### src/logic/sfc_pkg.sv
// shared constants of the synthesizer control block
package sfc_pkg;
  // ****************************************
  // register map, byte addresses
  // ****************************************
  localparam logic [7:0] OFS_SLOT0     = 8'h00;
  localparam logic [7:0] OFS_SLOT1     = 8'h04;
  localparam logic [7:0] OFS_SLOT2     = 8'h08;
  localparam logic [7:0] OFS_SLOT3     = 8'h0c;
  localparam logic [7:0] OFS_TUNING    = 8'h10;
  localparam logic [7:0] OFS_CONTROL   = 8'h14;
  localparam logic [7:0] OFS_STATUS    = 8'h18;
  localparam logic [7:0] OFS_AMP_A     = 8'h1c;
  localparam logic [7:0] OFS_AMP_B     = 8'h20;
  // ****************************************
  // fields and codes
  // ****************************************
  localparam int         WORD_W        = 20;
  localparam int         FRAC_HI       = 14;
  localparam int         INT_LO        = 15;
  localparam int         NFX_W         = 22;
  localparam logic [5:0] N_BASE        = 6'h20;
  localparam logic [1:0] MODE_RX       = 2'h1;
  localparam logic [1:0] MODE_TX       = 2'h3;
  localparam logic [1:0] RESP_OKAY     = 2'h0;
  localparam logic [1:0] RESP_SLVERR   = 2'h2;
  localparam logic [3:0] CMD_BITS      = 4'h8;
  localparam logic [3:0] CMD_DONE      = 4'h9;
  // ****************************************
  // timing
  // ****************************************
  localparam longint     IF_HZ         = 300000;
  localparam longint     FRAC_SCALE    = 32768;
  localparam logic [11:0] LOCK_CYC0    = 12'h010;
  localparam logic [11:0] LOCK_CYC1    = 12'h040;
  localparam logic [11:0] LOCK_CYC2    = 12'h100;
  localparam logic [11:0] LOCK_CYC3    = 12'h400;
  typedef enum logic [2:0] {SQ_OFF, SQ_CAL_START, SQ_CAL_EN, SQ_CAL_RUN,
                            SQ_LOCK_WAIT, SQ_READY} sfc_seq_t;
endpackage

### src/logic/sfc_top.sv
// synthesizer frequency control, calibration sequencer and transmit control
//
// The AXI4-Lite interface to the registers and the address map were chosen for this implementation.
`timescale 1ns/1ps
module sfc_top #(
  parameter longint REF_HZ = 26000000
) (
  input  wire logic        core_clk,
  input  wire logic        srst,
  input  wire logic [7:0]  s_axi_awaddr,
  input  wire logic        s_axi_awvalid,
  output logic             s_axi_awready,
  input  wire logic [31:0] s_axi_wdata,
  input  wire logic [3:0]  s_axi_wstrb,
  input  wire logic        s_axi_wvalid,
  output logic             s_axi_wready,
  output logic [1:0]       s_axi_bresp,
  output logic             s_axi_bvalid,
  input  wire logic        s_axi_bready,
  input  wire logic [7:0]  s_axi_araddr,
  input  wire logic        s_axi_arvalid,
  output logic             s_axi_arready,
  output logic [31:0]      s_axi_rdata,
  output logic [1:0]       s_axi_rresp,
  output logic             s_axi_rvalid,
  input  wire logic        s_axi_rready,
  input  wire logic        cmd_sen,
  input  wire logic        cmd_sclk,
  input  wire logic        cmd_sdi,
  input  wire logic        vco_cal_done,
  input  wire logic        lock_raw,
  input  wire logic        tx_data,
  input  wire logic        tx_baud_clk,
  output logic [21:0]      pll_ctrl_word,
  output logic             output_divider_select,
  output logic             vco_cal_run,
  output logic             lock_detector_enable,
  output logic             lock_detect_gated,
  output logic             phase_detector_enable,
  output logic             prescaler_enable,
  output logic             synth_clk_enable,
  output logic             pa_enable,
  output logic             tx_mod_data,
  output logic [7:0]       amp_setting
);
  // ****************************************
  // registers
  // ****************************************
  logic [19:0] slot_reg [4];
  logic [3:0]  tuning_config_reg;
  logic [5:0]  synth_control_reg;
  logic [7:0]  amplitude_setting_a;
  logic [7:0]  amplitude_setting_b;
  logic [7:0]  aw_reg;
  logic [31:0] w_reg;
  logic [3:0]  ws_reg;
  logic        aw_full_reg;
  logic        w_full_reg;
  sfc_pkg::sfc_seq_t seq_reg;
  sfc_pkg::sfc_seq_t seq_next;
  logic [19:0] cal_word_reg;
  logic [11:0] lock_cnt_reg;
  logic        cmd_tx_reg;
  logic        pa_reg;
  logic        pa_off_wait_reg;
  logic [1:0]  cmd_slot_reg;
  logic        sync_reg;
  logic        amp_off_reg;
  logic        manch_reg;
  logic        amp_sel_reg;
  logic        baud_reg;
  logic        data_reg;
  logic [21:0] nfx_reg;
  logic [7:0]  amp_out_reg;
  logic        cmd_valid;
  logic [1:0]  cmd_slot;
  logic        cmd_sync;
  logic        cmd_amp_off;
  logic        cmd_manch;
  logic        cmd_amp_sel;
  logic        pa_start;
  logic        sen_end;
  logic [19:0] rx_ofs [4];

  sfc_cmd_rx u_cmd (
    .core_clk    (core_clk),
    .srst        (srst),
    .cmd_sen     (cmd_sen),
    .cmd_sclk    (cmd_sclk),
    .cmd_sdi     (cmd_sdi),
    .cmd_valid   (cmd_valid),
    .cmd_slot    (cmd_slot),
    .cmd_sync    (cmd_sync),
    .cmd_amp_off (cmd_amp_off),
    .cmd_manch   (cmd_manch),
    .cmd_amp_sel (cmd_amp_sel),
    .pa_start    (pa_start),
    .sen_end     (sen_end)
  );

  // ****************************************
  // bus slave
  // ****************************************
  wire        do_wr   = aw_full_reg & w_full_reg & ~s_axi_bvalid;
  wire [31:0] wmask;
  genvar gi;
  generate
    for (gi = 0; gi < 4; gi++) begin : g_strb
      assign wmask[gi*8 +: 8] = {8{ws_reg[gi]}};
    end
  endgenerate
  wire [31:0] wmerge  = w_reg & wmask;
  wire        wr_hit  = (aw_reg <= sfc_pkg::OFS_AMP_B) & (aw_reg[1:0] == 2'h0);
  wire        rd_hit  = (s_axi_araddr <= sfc_pkg::OFS_AMP_B) & (s_axi_araddr[1:0] == 2'h0);
  assign s_axi_awready = ~aw_full_reg;
  assign s_axi_wready  = ~w_full_reg;
  assign s_axi_arready = ~s_axi_rvalid;

  always_ff @(posedge core_clk) begin
    if (srst) begin
      aw_full_reg <= 1'b0;
      w_full_reg  <= 1'b0;
      s_axi_bvalid <= 1'b0;
      s_axi_bresp <= sfc_pkg::RESP_OKAY;
      aw_reg <= 8'h00;
      w_reg  <= 32'h0;
      ws_reg <= 4'h0;
    end else begin
      if (s_axi_awvalid & s_axi_awready) begin
        aw_full_reg <= 1'b1;
        aw_reg <= s_axi_awaddr;
      end else if (do_wr) begin
        aw_full_reg <= 1'b0;
      end
      if (s_axi_wvalid & s_axi_wready) begin
        w_full_reg <= 1'b1;
        w_reg  <= s_axi_wdata;
        ws_reg <= s_axi_wstrb;
      end else if (do_wr) begin
        w_full_reg <= 1'b0;
      end
      if (do_wr) begin
        s_axi_bvalid <= 1'b1;
        s_axi_bresp  <= wr_hit ? sfc_pkg::RESP_OKAY : sfc_pkg::RESP_SLVERR;
      end else if (s_axi_bready) begin
        s_axi_bvalid <= 1'b0;
      end
    end
  end

  always_ff @(posedge core_clk) begin
    if (srst) begin
      for (int i = 0; i < 4; i++) slot_reg[i] <= 20'h0;
      tuning_config_reg   <= 4'h0;
      synth_control_reg   <= 6'h0;
      amplitude_setting_a <= 8'h00;
      amplitude_setting_b <= 8'h00;
    end else if (do_wr) begin
      // narrow fields keep unstrobed bits
      unique case (aw_reg)
        sfc_pkg::OFS_SLOT0:   slot_reg[0] <= (slot_reg[0] & ~wmask[19:0]) | wmerge[19:0];
        sfc_pkg::OFS_SLOT1:   slot_reg[1] <= (slot_reg[1] & ~wmask[19:0]) | wmerge[19:0];
        sfc_pkg::OFS_SLOT2:   slot_reg[2] <= (slot_reg[2] & ~wmask[19:0]) | wmerge[19:0];
        sfc_pkg::OFS_SLOT3:   slot_reg[3] <= (slot_reg[3] & ~wmask[19:0]) | wmerge[19:0];
        sfc_pkg::OFS_TUNING:  tuning_config_reg <=
          (tuning_config_reg & ~wmask[3:0]) | wmerge[3:0];
        sfc_pkg::OFS_CONTROL: synth_control_reg <=
          (synth_control_reg & ~wmask[5:0]) | wmerge[5:0];
        sfc_pkg::OFS_AMP_A:   amplitude_setting_a <=
          (amplitude_setting_a & ~wmask[7:0]) | wmerge[7:0];
        sfc_pkg::OFS_AMP_B:   amplitude_setting_b <=
          (amplitude_setting_b & ~wmask[7:0]) | wmerge[7:0];
        default: ;
      endcase
    end
  end

  // ****************************************
  // frequency word
  // ****************************************
  wire       dbl        = tuning_config_reg[0];
  wire       div_sel    = tuning_config_reg[1];
  wire [1:0] lock_sel   = tuning_config_reg[3:2];
  wire [1:0] device_operating_field   = synth_control_reg[1:0];
  wire       force_en   = synth_control_reg[2];
  wire       force_val  = synth_control_reg[3];
  wire [1:0] mode_slot  = synth_control_reg[5:4];
  wire       rx_mode    = (device_operating_field == sfc_pkg::MODE_RX) & ~cmd_tx_reg;
  // transmit from mode field or command
  wire       tx_mode    = (device_operating_field == sfc_pkg::MODE_TX) | cmd_tx_reg;
  wire       run        = rx_mode | tx_mode;
  // command slot bits pick the word during a command transmit, else the control register slot field
  wire [1:0] act_slot   = cmd_tx_reg ? cmd_slot_reg : mode_slot;

  // offset in steps of the active resolution
  generate
    for (gi = 0; gi < 4; gi++) begin : g_ofs
      // floor keeps the offset just below the nominal
      localparam longint OFS = (sfc_pkg::IF_HZ * sfc_pkg::FRAC_SCALE * (1 + gi / 2))
                               / (REF_HZ * (1 + gi % 2));
      assign rx_ofs[gi] = OFS[19:0];
    end
  endgenerate
  wire [19:0] word_eff  = slot_reg[act_slot] + (rx_mode ? rx_ofs[{div_sel, dbl}] : 20'h0);

  // normal: 2w+1 over sixteen fraction bits
  wire [21:0] nfx_norm  = {sfc_pkg::N_BASE, 16'h0} + {1'b0, word_eff, 1'b1};
  // integer and fraction split at bit 15
  wire [5:0]  dbl_int   = sfc_pkg::N_BASE + {1'b0, word_eff[19:sfc_pkg::INT_LO]};
  wire [21:0] nfx_dbl   = {dbl_int, 16'h0} + {5'h0, word_eff[sfc_pkg::FRAC_HI:0], 2'h2};
  wire [21:0] nfx_sel   = dbl ? nfx_dbl : nfx_norm;
  assign pll_ctrl_word         = nfx_reg;
  assign output_divider_select = div_sel;

  // ****************************************
  // calibration sequencer
  // ****************************************
  // four fixed lock counts
  wire [11:0] lock_tgt  = (lock_sel == 2'h0) ? sfc_pkg::LOCK_CYC0 :
                          (lock_sel == 2'h1) ? sfc_pkg::LOCK_CYC1 :
                          (lock_sel == 2'h2) ? sfc_pkg::LOCK_CYC2 : sfc_pkg::LOCK_CYC3;
  // changed loop word, mode bit included, recalibrates
  wire        recal     = (seq_reg != sfc_pkg::SQ_OFF) & (nfx_sel != nfx_reg);
  wire        cal_busy  = (seq_reg == sfc_pkg::SQ_CAL_START) | (seq_reg == sfc_pkg::SQ_CAL_EN)
                          | (seq_reg == sfc_pkg::SQ_CAL_RUN);
  wire        seq_lock  = cal_busy | (seq_reg == sfc_pkg::SQ_LOCK_WAIT);

  always_comb begin
    seq_next = seq_reg;
    unique case (seq_reg)
      sfc_pkg::SQ_OFF:       if (run) seq_next = sfc_pkg::SQ_CAL_START;
      // one cycle later the loop blocks switch on
      sfc_pkg::SQ_CAL_START: seq_next = sfc_pkg::SQ_CAL_EN;
      sfc_pkg::SQ_CAL_EN:    seq_next = sfc_pkg::SQ_CAL_RUN;
      sfc_pkg::SQ_CAL_RUN:   if (vco_cal_done) seq_next = sfc_pkg::SQ_LOCK_WAIT;
      // ready once lock held for the count
      sfc_pkg::SQ_LOCK_WAIT: if (lock_raw & (lock_cnt_reg >= lock_tgt)) seq_next = sfc_pkg::SQ_READY;
      sfc_pkg::SQ_READY:     ;
    endcase
    if (!run) seq_next = sfc_pkg::SQ_OFF;
    else if (recal) seq_next = sfc_pkg::SQ_CAL_START;
  end

  always_ff @(posedge core_clk) begin
    if (srst) begin
      seq_reg      <= sfc_pkg::SQ_OFF;
      cal_word_reg <= 20'h0;
      lock_cnt_reg <= 12'h0;
      nfx_reg      <= 22'h0;
    end else begin
      seq_reg <= seq_next;
      if (seq_next == sfc_pkg::SQ_CAL_START) begin
        cal_word_reg <= word_eff;
        nfx_reg      <= nfx_sel;
      end
      if (seq_reg != sfc_pkg::SQ_LOCK_WAIT || !lock_raw) lock_cnt_reg <= 12'h0;
      else if (lock_cnt_reg < lock_tgt) lock_cnt_reg <= lock_cnt_reg + 12'h1;
    end
  end

  // detector during sequence, else software force
  assign lock_detector_enable  = seq_lock | (force_en & force_val);
  // lock output held low while calibrating
  assign lock_detect_gated     = lock_raw & lock_detector_enable & ~cal_busy;
  assign vco_cal_run           = cal_busy;
  assign phase_detector_enable = (seq_reg != sfc_pkg::SQ_OFF) & (seq_reg != sfc_pkg::SQ_CAL_START);
  assign prescaler_enable      = phase_detector_enable;
  assign synth_clk_enable      = phase_detector_enable;
  wire   synth_ready_flag      = seq_reg == sfc_pkg::SQ_READY;
  wire   tx_ready_flag         = synth_ready_flag & tx_mode & pa_reg;

  // ****************************************
  // transmit control
  // ****************************************
  wire baud_rise = tx_baud_clk & ~baud_reg;
  wire pa_off    = pa_off_wait_reg & (~sync_reg | baud_rise);
  always_ff @(posedge core_clk) begin
    if (srst) begin
      cmd_tx_reg <= 1'b0;
      pa_reg <= 1'b0;
      pa_off_wait_reg <= 1'b0;
      {cmd_slot_reg, sync_reg, amp_off_reg, manch_reg, amp_sel_reg} <= 6'h0;
      baud_reg <= 1'b0;
      data_reg <= 1'b0;
      amp_out_reg <= 8'h00;
    end else begin
      baud_reg <= tx_baud_clk;
      if (cmd_valid) begin
        {cmd_slot_reg, sync_reg, amp_off_reg, manch_reg, amp_sel_reg} <=
          {cmd_slot, cmd_sync, cmd_amp_off, cmd_manch, cmd_amp_sel};
      end
      // amplifier on at the ninth bit edge
      if (pa_start | (synth_ready_flag & (device_operating_field == sfc_pkg::MODE_TX))) pa_reg <= 1'b1;
      else if (pa_off | ~tx_mode) pa_reg <= 1'b0;
      if (pa_start) cmd_tx_reg <= 1'b1;
      else if (pa_off) cmd_tx_reg <= 1'b0;
      // amp-off bit arms turn-off at enable end
      if (sen_end & amp_off_reg & pa_reg) pa_off_wait_reg <= 1'b1;
      else if (pa_off | pa_start) pa_off_wait_reg <= 1'b0;
      // raw, baud aligned, or Manchester coded
      if (manch_reg) begin
        if (baud_rise) data_reg <= tx_data;
      end else if (!sync_reg | baud_rise) begin
        data_reg <= tx_data;
      end
      amp_out_reg <= amp_sel_reg ? amplitude_setting_b : amplitude_setting_a;
    end
  end
  assign pa_enable   = pa_reg;
  assign tx_mod_data = manch_reg ? (data_reg ^ baud_reg) : data_reg;
  assign amp_setting = amp_out_reg;

  // ****************************************
  // read path
  // ****************************************
  wire [31:0] status_word = {25'h0, act_slot, pa_reg, cal_busy, lock_detect_gated,
                             tx_ready_flag, synth_ready_flag};
  wire [31:0] rd_mux =
    (s_axi_araddr == sfc_pkg::OFS_SLOT0)   ? {12'h0, slot_reg[0]} :
    (s_axi_araddr == sfc_pkg::OFS_SLOT1)   ? {12'h0, slot_reg[1]} :
    (s_axi_araddr == sfc_pkg::OFS_SLOT2)   ? {12'h0, slot_reg[2]} :
    (s_axi_araddr == sfc_pkg::OFS_SLOT3)   ? {12'h0, slot_reg[3]} :
    (s_axi_araddr == sfc_pkg::OFS_TUNING)  ? {28'h0, tuning_config_reg} :
    (s_axi_araddr == sfc_pkg::OFS_CONTROL) ? {26'h0, synth_control_reg} :
    (s_axi_araddr == sfc_pkg::OFS_STATUS)  ? status_word :
    (s_axi_araddr == sfc_pkg::OFS_AMP_A)   ? {24'h0, amplitude_setting_a} :
    (s_axi_araddr == sfc_pkg::OFS_AMP_B)   ? {24'h0, amplitude_setting_b} : 32'h0;
  always_ff @(posedge core_clk) begin
    if (srst) begin
      s_axi_rvalid <= 1'b0;
      s_axi_rdata  <= 32'h0;
      s_axi_rresp  <= sfc_pkg::RESP_OKAY;
    end else if (s_axi_arvalid & s_axi_arready) begin
      s_axi_rvalid <= 1'b1;
      s_axi_rdata  <= rd_mux;
      s_axi_rresp  <= rd_hit ? sfc_pkg::RESP_OKAY : sfc_pkg::RESP_SLVERR;
    end else if (s_axi_rready) begin
      s_axi_rvalid <= 1'b0;
    end
  end
endmodule

### src/logic/sfc_cmd_rx.sv
// serial transmit command receiver
`timescale 1ns/1ps
module sfc_cmd_rx (
  input  wire logic       core_clk,
  input  wire logic       srst,
  input  wire logic       cmd_sen,
  input  wire logic       cmd_sclk,
  input  wire logic       cmd_sdi,
  output logic            cmd_valid,
  output logic [1:0]      cmd_slot,
  output logic            cmd_sync,
  output logic            cmd_amp_off,
  output logic            cmd_manch,
  output logic            cmd_amp_sel,
  output logic            pa_start,
  output logic            sen_end
);
  logic       sclk_reg;
  logic       sen_reg;
  logic [3:0] cnt_reg;
  logic [7:0] shift_reg;
  logic       hdr_ok_reg;
  wire        rise     = cmd_sclk & ~sclk_reg;
  wire        fall     = ~cmd_sclk & sclk_reg;
  wire        take     = cmd_sen & rise & (cnt_reg < sfc_pkg::CMD_BITS);
  wire        last_ok  = take & (cnt_reg == sfc_pkg::CMD_BITS - 4'h1)
                         & shift_reg[0] & shift_reg[1];
  // ninth bit active edge is the falling one
  wire        ninth    = cmd_sen & fall & hdr_ok_reg & (cnt_reg == sfc_pkg::CMD_BITS);

  always_ff @(posedge core_clk) begin
    sclk_reg <= cmd_sclk;
    sen_reg  <= cmd_sen;
    if (srst | ~cmd_sen) begin
      cnt_reg    <= 4'h0;
      hdr_ok_reg <= 1'b0;
    end else if (take) begin
      cnt_reg    <= cnt_reg + 4'h1;
      hdr_ok_reg <= last_ok;
    end else if (ninth) begin
      cnt_reg    <= sfc_pkg::CMD_DONE;
    end
    if (take) begin
      shift_reg[cnt_reg[2:0]] <= cmd_sdi;
    end
  end

  always_ff @(posedge core_clk) begin
    if (srst) begin
      cmd_valid   <= 1'b0;
      pa_start    <= 1'b0;
      sen_end     <= 1'b0;
      cmd_slot    <= 2'h0;
      cmd_sync    <= 1'b0;
      cmd_amp_off <= 1'b0;
      cmd_manch   <= 1'b0;
      cmd_amp_sel <= 1'b0;
    end else begin
      cmd_valid <= last_ok;
      pa_start  <= ninth;
      sen_end   <= sen_reg & ~cmd_sen;
      // D2..D7 in order, first bit sent first
      if (last_ok) begin
        cmd_slot    <= {shift_reg[2], shift_reg[3]};
        cmd_sync    <= shift_reg[4];
        cmd_amp_off <= shift_reg[5];
        cmd_manch   <= shift_reg[6];
        cmd_amp_sel <= cmd_sdi;
      end
    end
  end
endmodule

### config.mk
export PLATFORM = sky130hd
export DESIGN_NAME = sfc_top
export DESIGN_NICKNAME = d
export VERILOG_FILES = /design/src/logic/sfc_pkg.sv /design/src/logic/sfc_top.sv /design/src/logic/sfc_cmd_rx.sv
export SDC_FILE = /design/constraint.sdc
export NUM_CORES = 1
export LEC_CHECK = 0
export BUFFER_PORTS_ARGS = -buffer_cell sky130_fd_sc_hd__buf_2
export CAP_MARGIN = 40
export CORE_MARGIN = 2
export CORE_UTILIZATION = 49
export CTS_BUF_LIST = sky130_fd_sc_hd__clkbuf_4
export DETAILED_ROUTE_END_ITERATION = 12
export PLACE_DENSITY = 0.69
export SLEW_MARGIN = 20
export SYNTH_ARGS = -nofsm -noshare
export SYNTH_HDL_FRONTEND = slang
export SYNTH_HIERARCHICAL = 1
export SYNTH_SLANG_ARGS = --single-unit
### constraint.sdc
create_clock -name core_clk -period 16.6 [get_ports core_clk]
set_input_delay 1.66 -clock core_clk [delete_from_list [all_inputs] [get_ports core_clk]]
set_output_delay 1.66 -clock core_clk [all_outputs]
set_load 0.03 [all_outputs]
==> reports/qor_table.md <==
| Parameter | This run | Unit |
|---|---|---|
| Effective utilization at floorplan | 49.7 | % |
| Multi-input gate area in the final layout | 0.00791 | mm^2 |
| Sequential element share of the synthesized area | 40.0 | % |
| Most used flip-flop cell after synthesis | dfxtp_1 | - |
| Max-capacitance violation count | 0 | - |
| Register share of total power | 48.2 | % |
| Worst-case headroom to the max-slew limit | 42.0 | % |
| Switching power of the nets | 0.356 | mW |
| Final standard cell utilization of the core | 56.0 | % |
| Post-layout total power | 1.34 | mW |
| Die W | 175 | um |
| Critical-path cell list | mux2i_4 > buf_4 > mux4_2 > ha_1 > a21o_1 > a21o_1 > a21oi_1 > nand2_1 > a21oi_2 > nor2_1 > a21oi_1 > nor2_1 > xor2_1 > ha_1 > ha_1 > xor2_1 > a21oi_1 > o221ai_2 > or4_1 > a2111oi_2 > nand4b_1 > or4_1 > nor2_2 > o311ai_0 | - |
| Final Max Slew Viols | 0 | - |
| TritonCTS Sinks | 242 | - |
| Commonest cells after routing, fill and taps aside | nand2_1, dfxtp_1, nor2_1 | - |
| Weighted congestion at the end of routability-driven global placement | 0.908 | - |
| Summed instance area of the synthesized netlist | 0.0143 | mm^2 |
| Largest net degree at the start of global routing | 84 | - |
| Detail-routed net length per standard cell | 18.8 | um |
| Nets@finish | 1,811 | - |
| P per Cell Area | 83.6 | mW/mm^2 |
| Sequential cell area in the final layout | 0.00572 | mm^2 |
| Slowest stage cell, crit path | dfxtp_1 | - |
| Timing-limited maximum frequency | 129 | MHz |
| Crit path capture type | flop | - |
| Post-synth EDFFs | 87 | - |
| Final HPWL DP | 28,300 | um |
| Clock tree from TritonCTS | done | - |
| Number of nets with antenna violations after routing | 0 | - |
| Run status | finished clean | - |
| Final period demand of the worst path | 7.76 | ns |
| Hold bufs inserted after CTS | 0 | - |
| Post-CTS setup buffer count | 0 | - |
| Internal Power | 0.988 | mW |
| Maximum fanout along the worst path | 28 | - |
| Start-to-end type of the worst setup path | reg2reg | - |
| Reg-to-Reg Start | cmd_tx_reg$_SDFFE_PP0P_ | - |
| Critical Path Start Type | flop | - |
| Clock network power share | 43.0 | % |
| Growth of design area from synthesis to finish | 12.6 | % |
| Required @ worst endpoint | 17.07 | ns |
| Port bufs | 118 | - |
| Buffer type at the clock tree root | clkbuf_4 | - |
| Transition time at the pin with the least slew margin | 0.868 | ns |
| Remaining DRCs | 0 | - |
| Cell Area, Placed | 0.0151 | mm^2 |
| Core area | 0.0287 | mm^2 |
| Total setup violations reported at the end of the flow | 0 | - |
| Leakage power | 6.34 | nW |
| Hold Fails Final Rpt | 0 | - |
| Synthesized area per cell | 8.85 | um^2 |
| Post-cts repair resize count | 0 | - |
| Flop2flop setup slack | 8.84 | ns |
| Global-route wire length before repair | 64,300 | um |
| Maximum root-to-sink buffer count | 3 | - |
| Final setup TNS | 0 | ns |
| Yosys warns | 6 | - |
| Endpoint arrival time on the critical path | 8.22 | ns |
| Initial DRC count | 1,118 | - |
| Fraction of the cycle the final worst path needs | 46.7 | % |
| TritonCTS Buffers | 68 | - |
| Launching element of the worst setup path | cmd_tx_reg$_SDFFE_PP0P_ | - |
| Count of standard-cell rows | 62 | - |
| Share of final-layout standard cells stronger than drive strength 1 | 17.5 | % |
| Type of the worst min-delay path | reg2reg | - |
| Switching portion of total power | 26.5 | % |
| Final wirelength | 40,600 | um |
| Synthesized netlist cell count | 1,613 | - |
| Clock latency on the worst-skew pair | 0.69 | ns |
| DR vias/cell | 5.92 | - |
| Largest incremental delay on the critical path | 0.70 | ns |
| Number of antenna violations at the first check in global routing | 1 | - |
| RSZ-0062 raised after global routing | no | - |
| Clock skew | 0.0638 | ns |
| Cell area after layout | 0.0161 | mm^2 |
| Router iterations before antenna repair | 6 | - |
| Most common cell after layout, fill and taps aside | nand2_1 | - |
| Post-synth cell types | 101 | - |
| Maximum level of the CTS H-tree | 3 | - |
| IO Count | 146 | - |
| Layout fillers | 2,645 | - |
| Floorplan die height | 175 | um |
| Number of global-route vias before repair | 12,200 | - |
| GRT Util Overall | 26.1 | % |
| Clock slew at reported path FFs | 0.06 | ns |
| Launch instance of the worst min-delay path | w_reg[9]$_SDFFE_PP0P_ | - |
| Routed via count | 12,800 | - |
| Flip-flop and latch count after synthesis | 242 | - |
| Fraction of power consumed by combinational cells | 8.7 | % |
| Share of async-settable or async-resettable flops after synthesis | 0 | % |
| Die ar. | 0.0305 | mm^2 |
| Overflow left after global routing | 0 | - |
| Maximum vdd drop | 0.0563 | mV |
==> Yosys cell counts (all sizes together) (21+ instances only) <==
| master | count | area, um^2 |
|---|---|---|
| nand2 | 180 | 676 |
| dfxtp | 155 | 3100 |
| nor2 | 145 | 547 |
| a21oi | 139 | 707 |
| nand2b | 96 | 601 |
| edfxtp | 87 | 2610 |
| mux2i | 86 | 877 |
| o21ai | 76 | 403 |
| clkbuf | 70 | 265 |
| buf | 49 | 307 |
| nand3 | 37 | 185 |
| inv | 35 | 131 |
| nor3 | 33 | 165 |
| a211oi | 31 | 238 |
| a31oi | 29 | 181 |
| xnor2 | 28 | 245 |
| a22oi | 27 | 203 |
| and3 | 25 | 156 |
| nor2b | 25 | 156 |
| ha | 21 | 263 |
==> worst max-delay path, delay by kind of cell (launching register included) <==
family	cells	cell delay, ns
flip-flops	1	0.70
adder cells (fa/ha/maj)	3	0.88
XOR/XNOR	2	0.28
AO/OA/AOI/OAI	9	2.15
multiplexers	2	0.93
AND/OR/NAND/NOR	7	2.14
buffers and inverters	1	0.41
==> power groups by stage <==
stage	sequential, mW	combinational [mW]	clock, mW
floorplan	0.662	0.0769	0
global placement	0.661	0.112	0
detailed placement	0.661	0.115	0
CTS	0.648	0.116	0.591
global route	0.650	0.128	0.623
finish	0.648	0.117	0.578
==> area by class of cell <==
type | count | area share [%]
Antenna cell | 1 | 0.0156
Inverter | 37 | 0.864
Clock inverter | 22 | 0.965
Clock buffer | 102 | 4.76
Sequential cell | 242 | 35.6
Multi-Input combinational cell | 1228 | 49.2
Tap cell | 384 | 2.99
Timing Repair Buffer | 147 | 5.67
==> layer usage <==
metal  track usage, %  routed length, um  vias up
met5                0                  0        -
met4             11.1               1350        0
met3             5.37               3170       86
met2             41.8              18800      540
met1             34.3              17300     6053
li1                 -                  -     6121
==> per-stage QoR <==
step	setup WS (ns)	hold WS, ns	std cells
after detailed placement	8.96	0.450	2037
final	8.84	0.454	2163
after global routing	8.33	0.477	2163
after floorplan	9.83	0.436	1626
after CTS	8.83	0.458	2161
after global placement	9.05	0.445	2028
==> cells by family after synthesis <==
logic type | Yosys count | share of synthesized area [%]
xor+xnor | 51 | 3.72
mux | 106 | 8.75
compound gates | 414 | 19.0
flops | 242 | 40.0
simple gates | 621 | 21.5
fa+ha+maj | 22 | 1.91
buf+inv | 156 | 4.98
other cells | 1 | 0.0263
==> worst paths after layout <==
kind                                         to  depth (start not counted)
setup / recovery  pll_ctrl_word[8]$_SDFFE_PP0N_                         24
hold / removal            w_reg[9]$_SDFFE_PP0P_                          2
setup reg to reg  pll_ctrl_word[8]$_SDFFE_PP0N_                         24
hold reg to reg           w_reg[9]$_SDFFE_PP0P_                          2
Power figures use the tool's default switching activity.
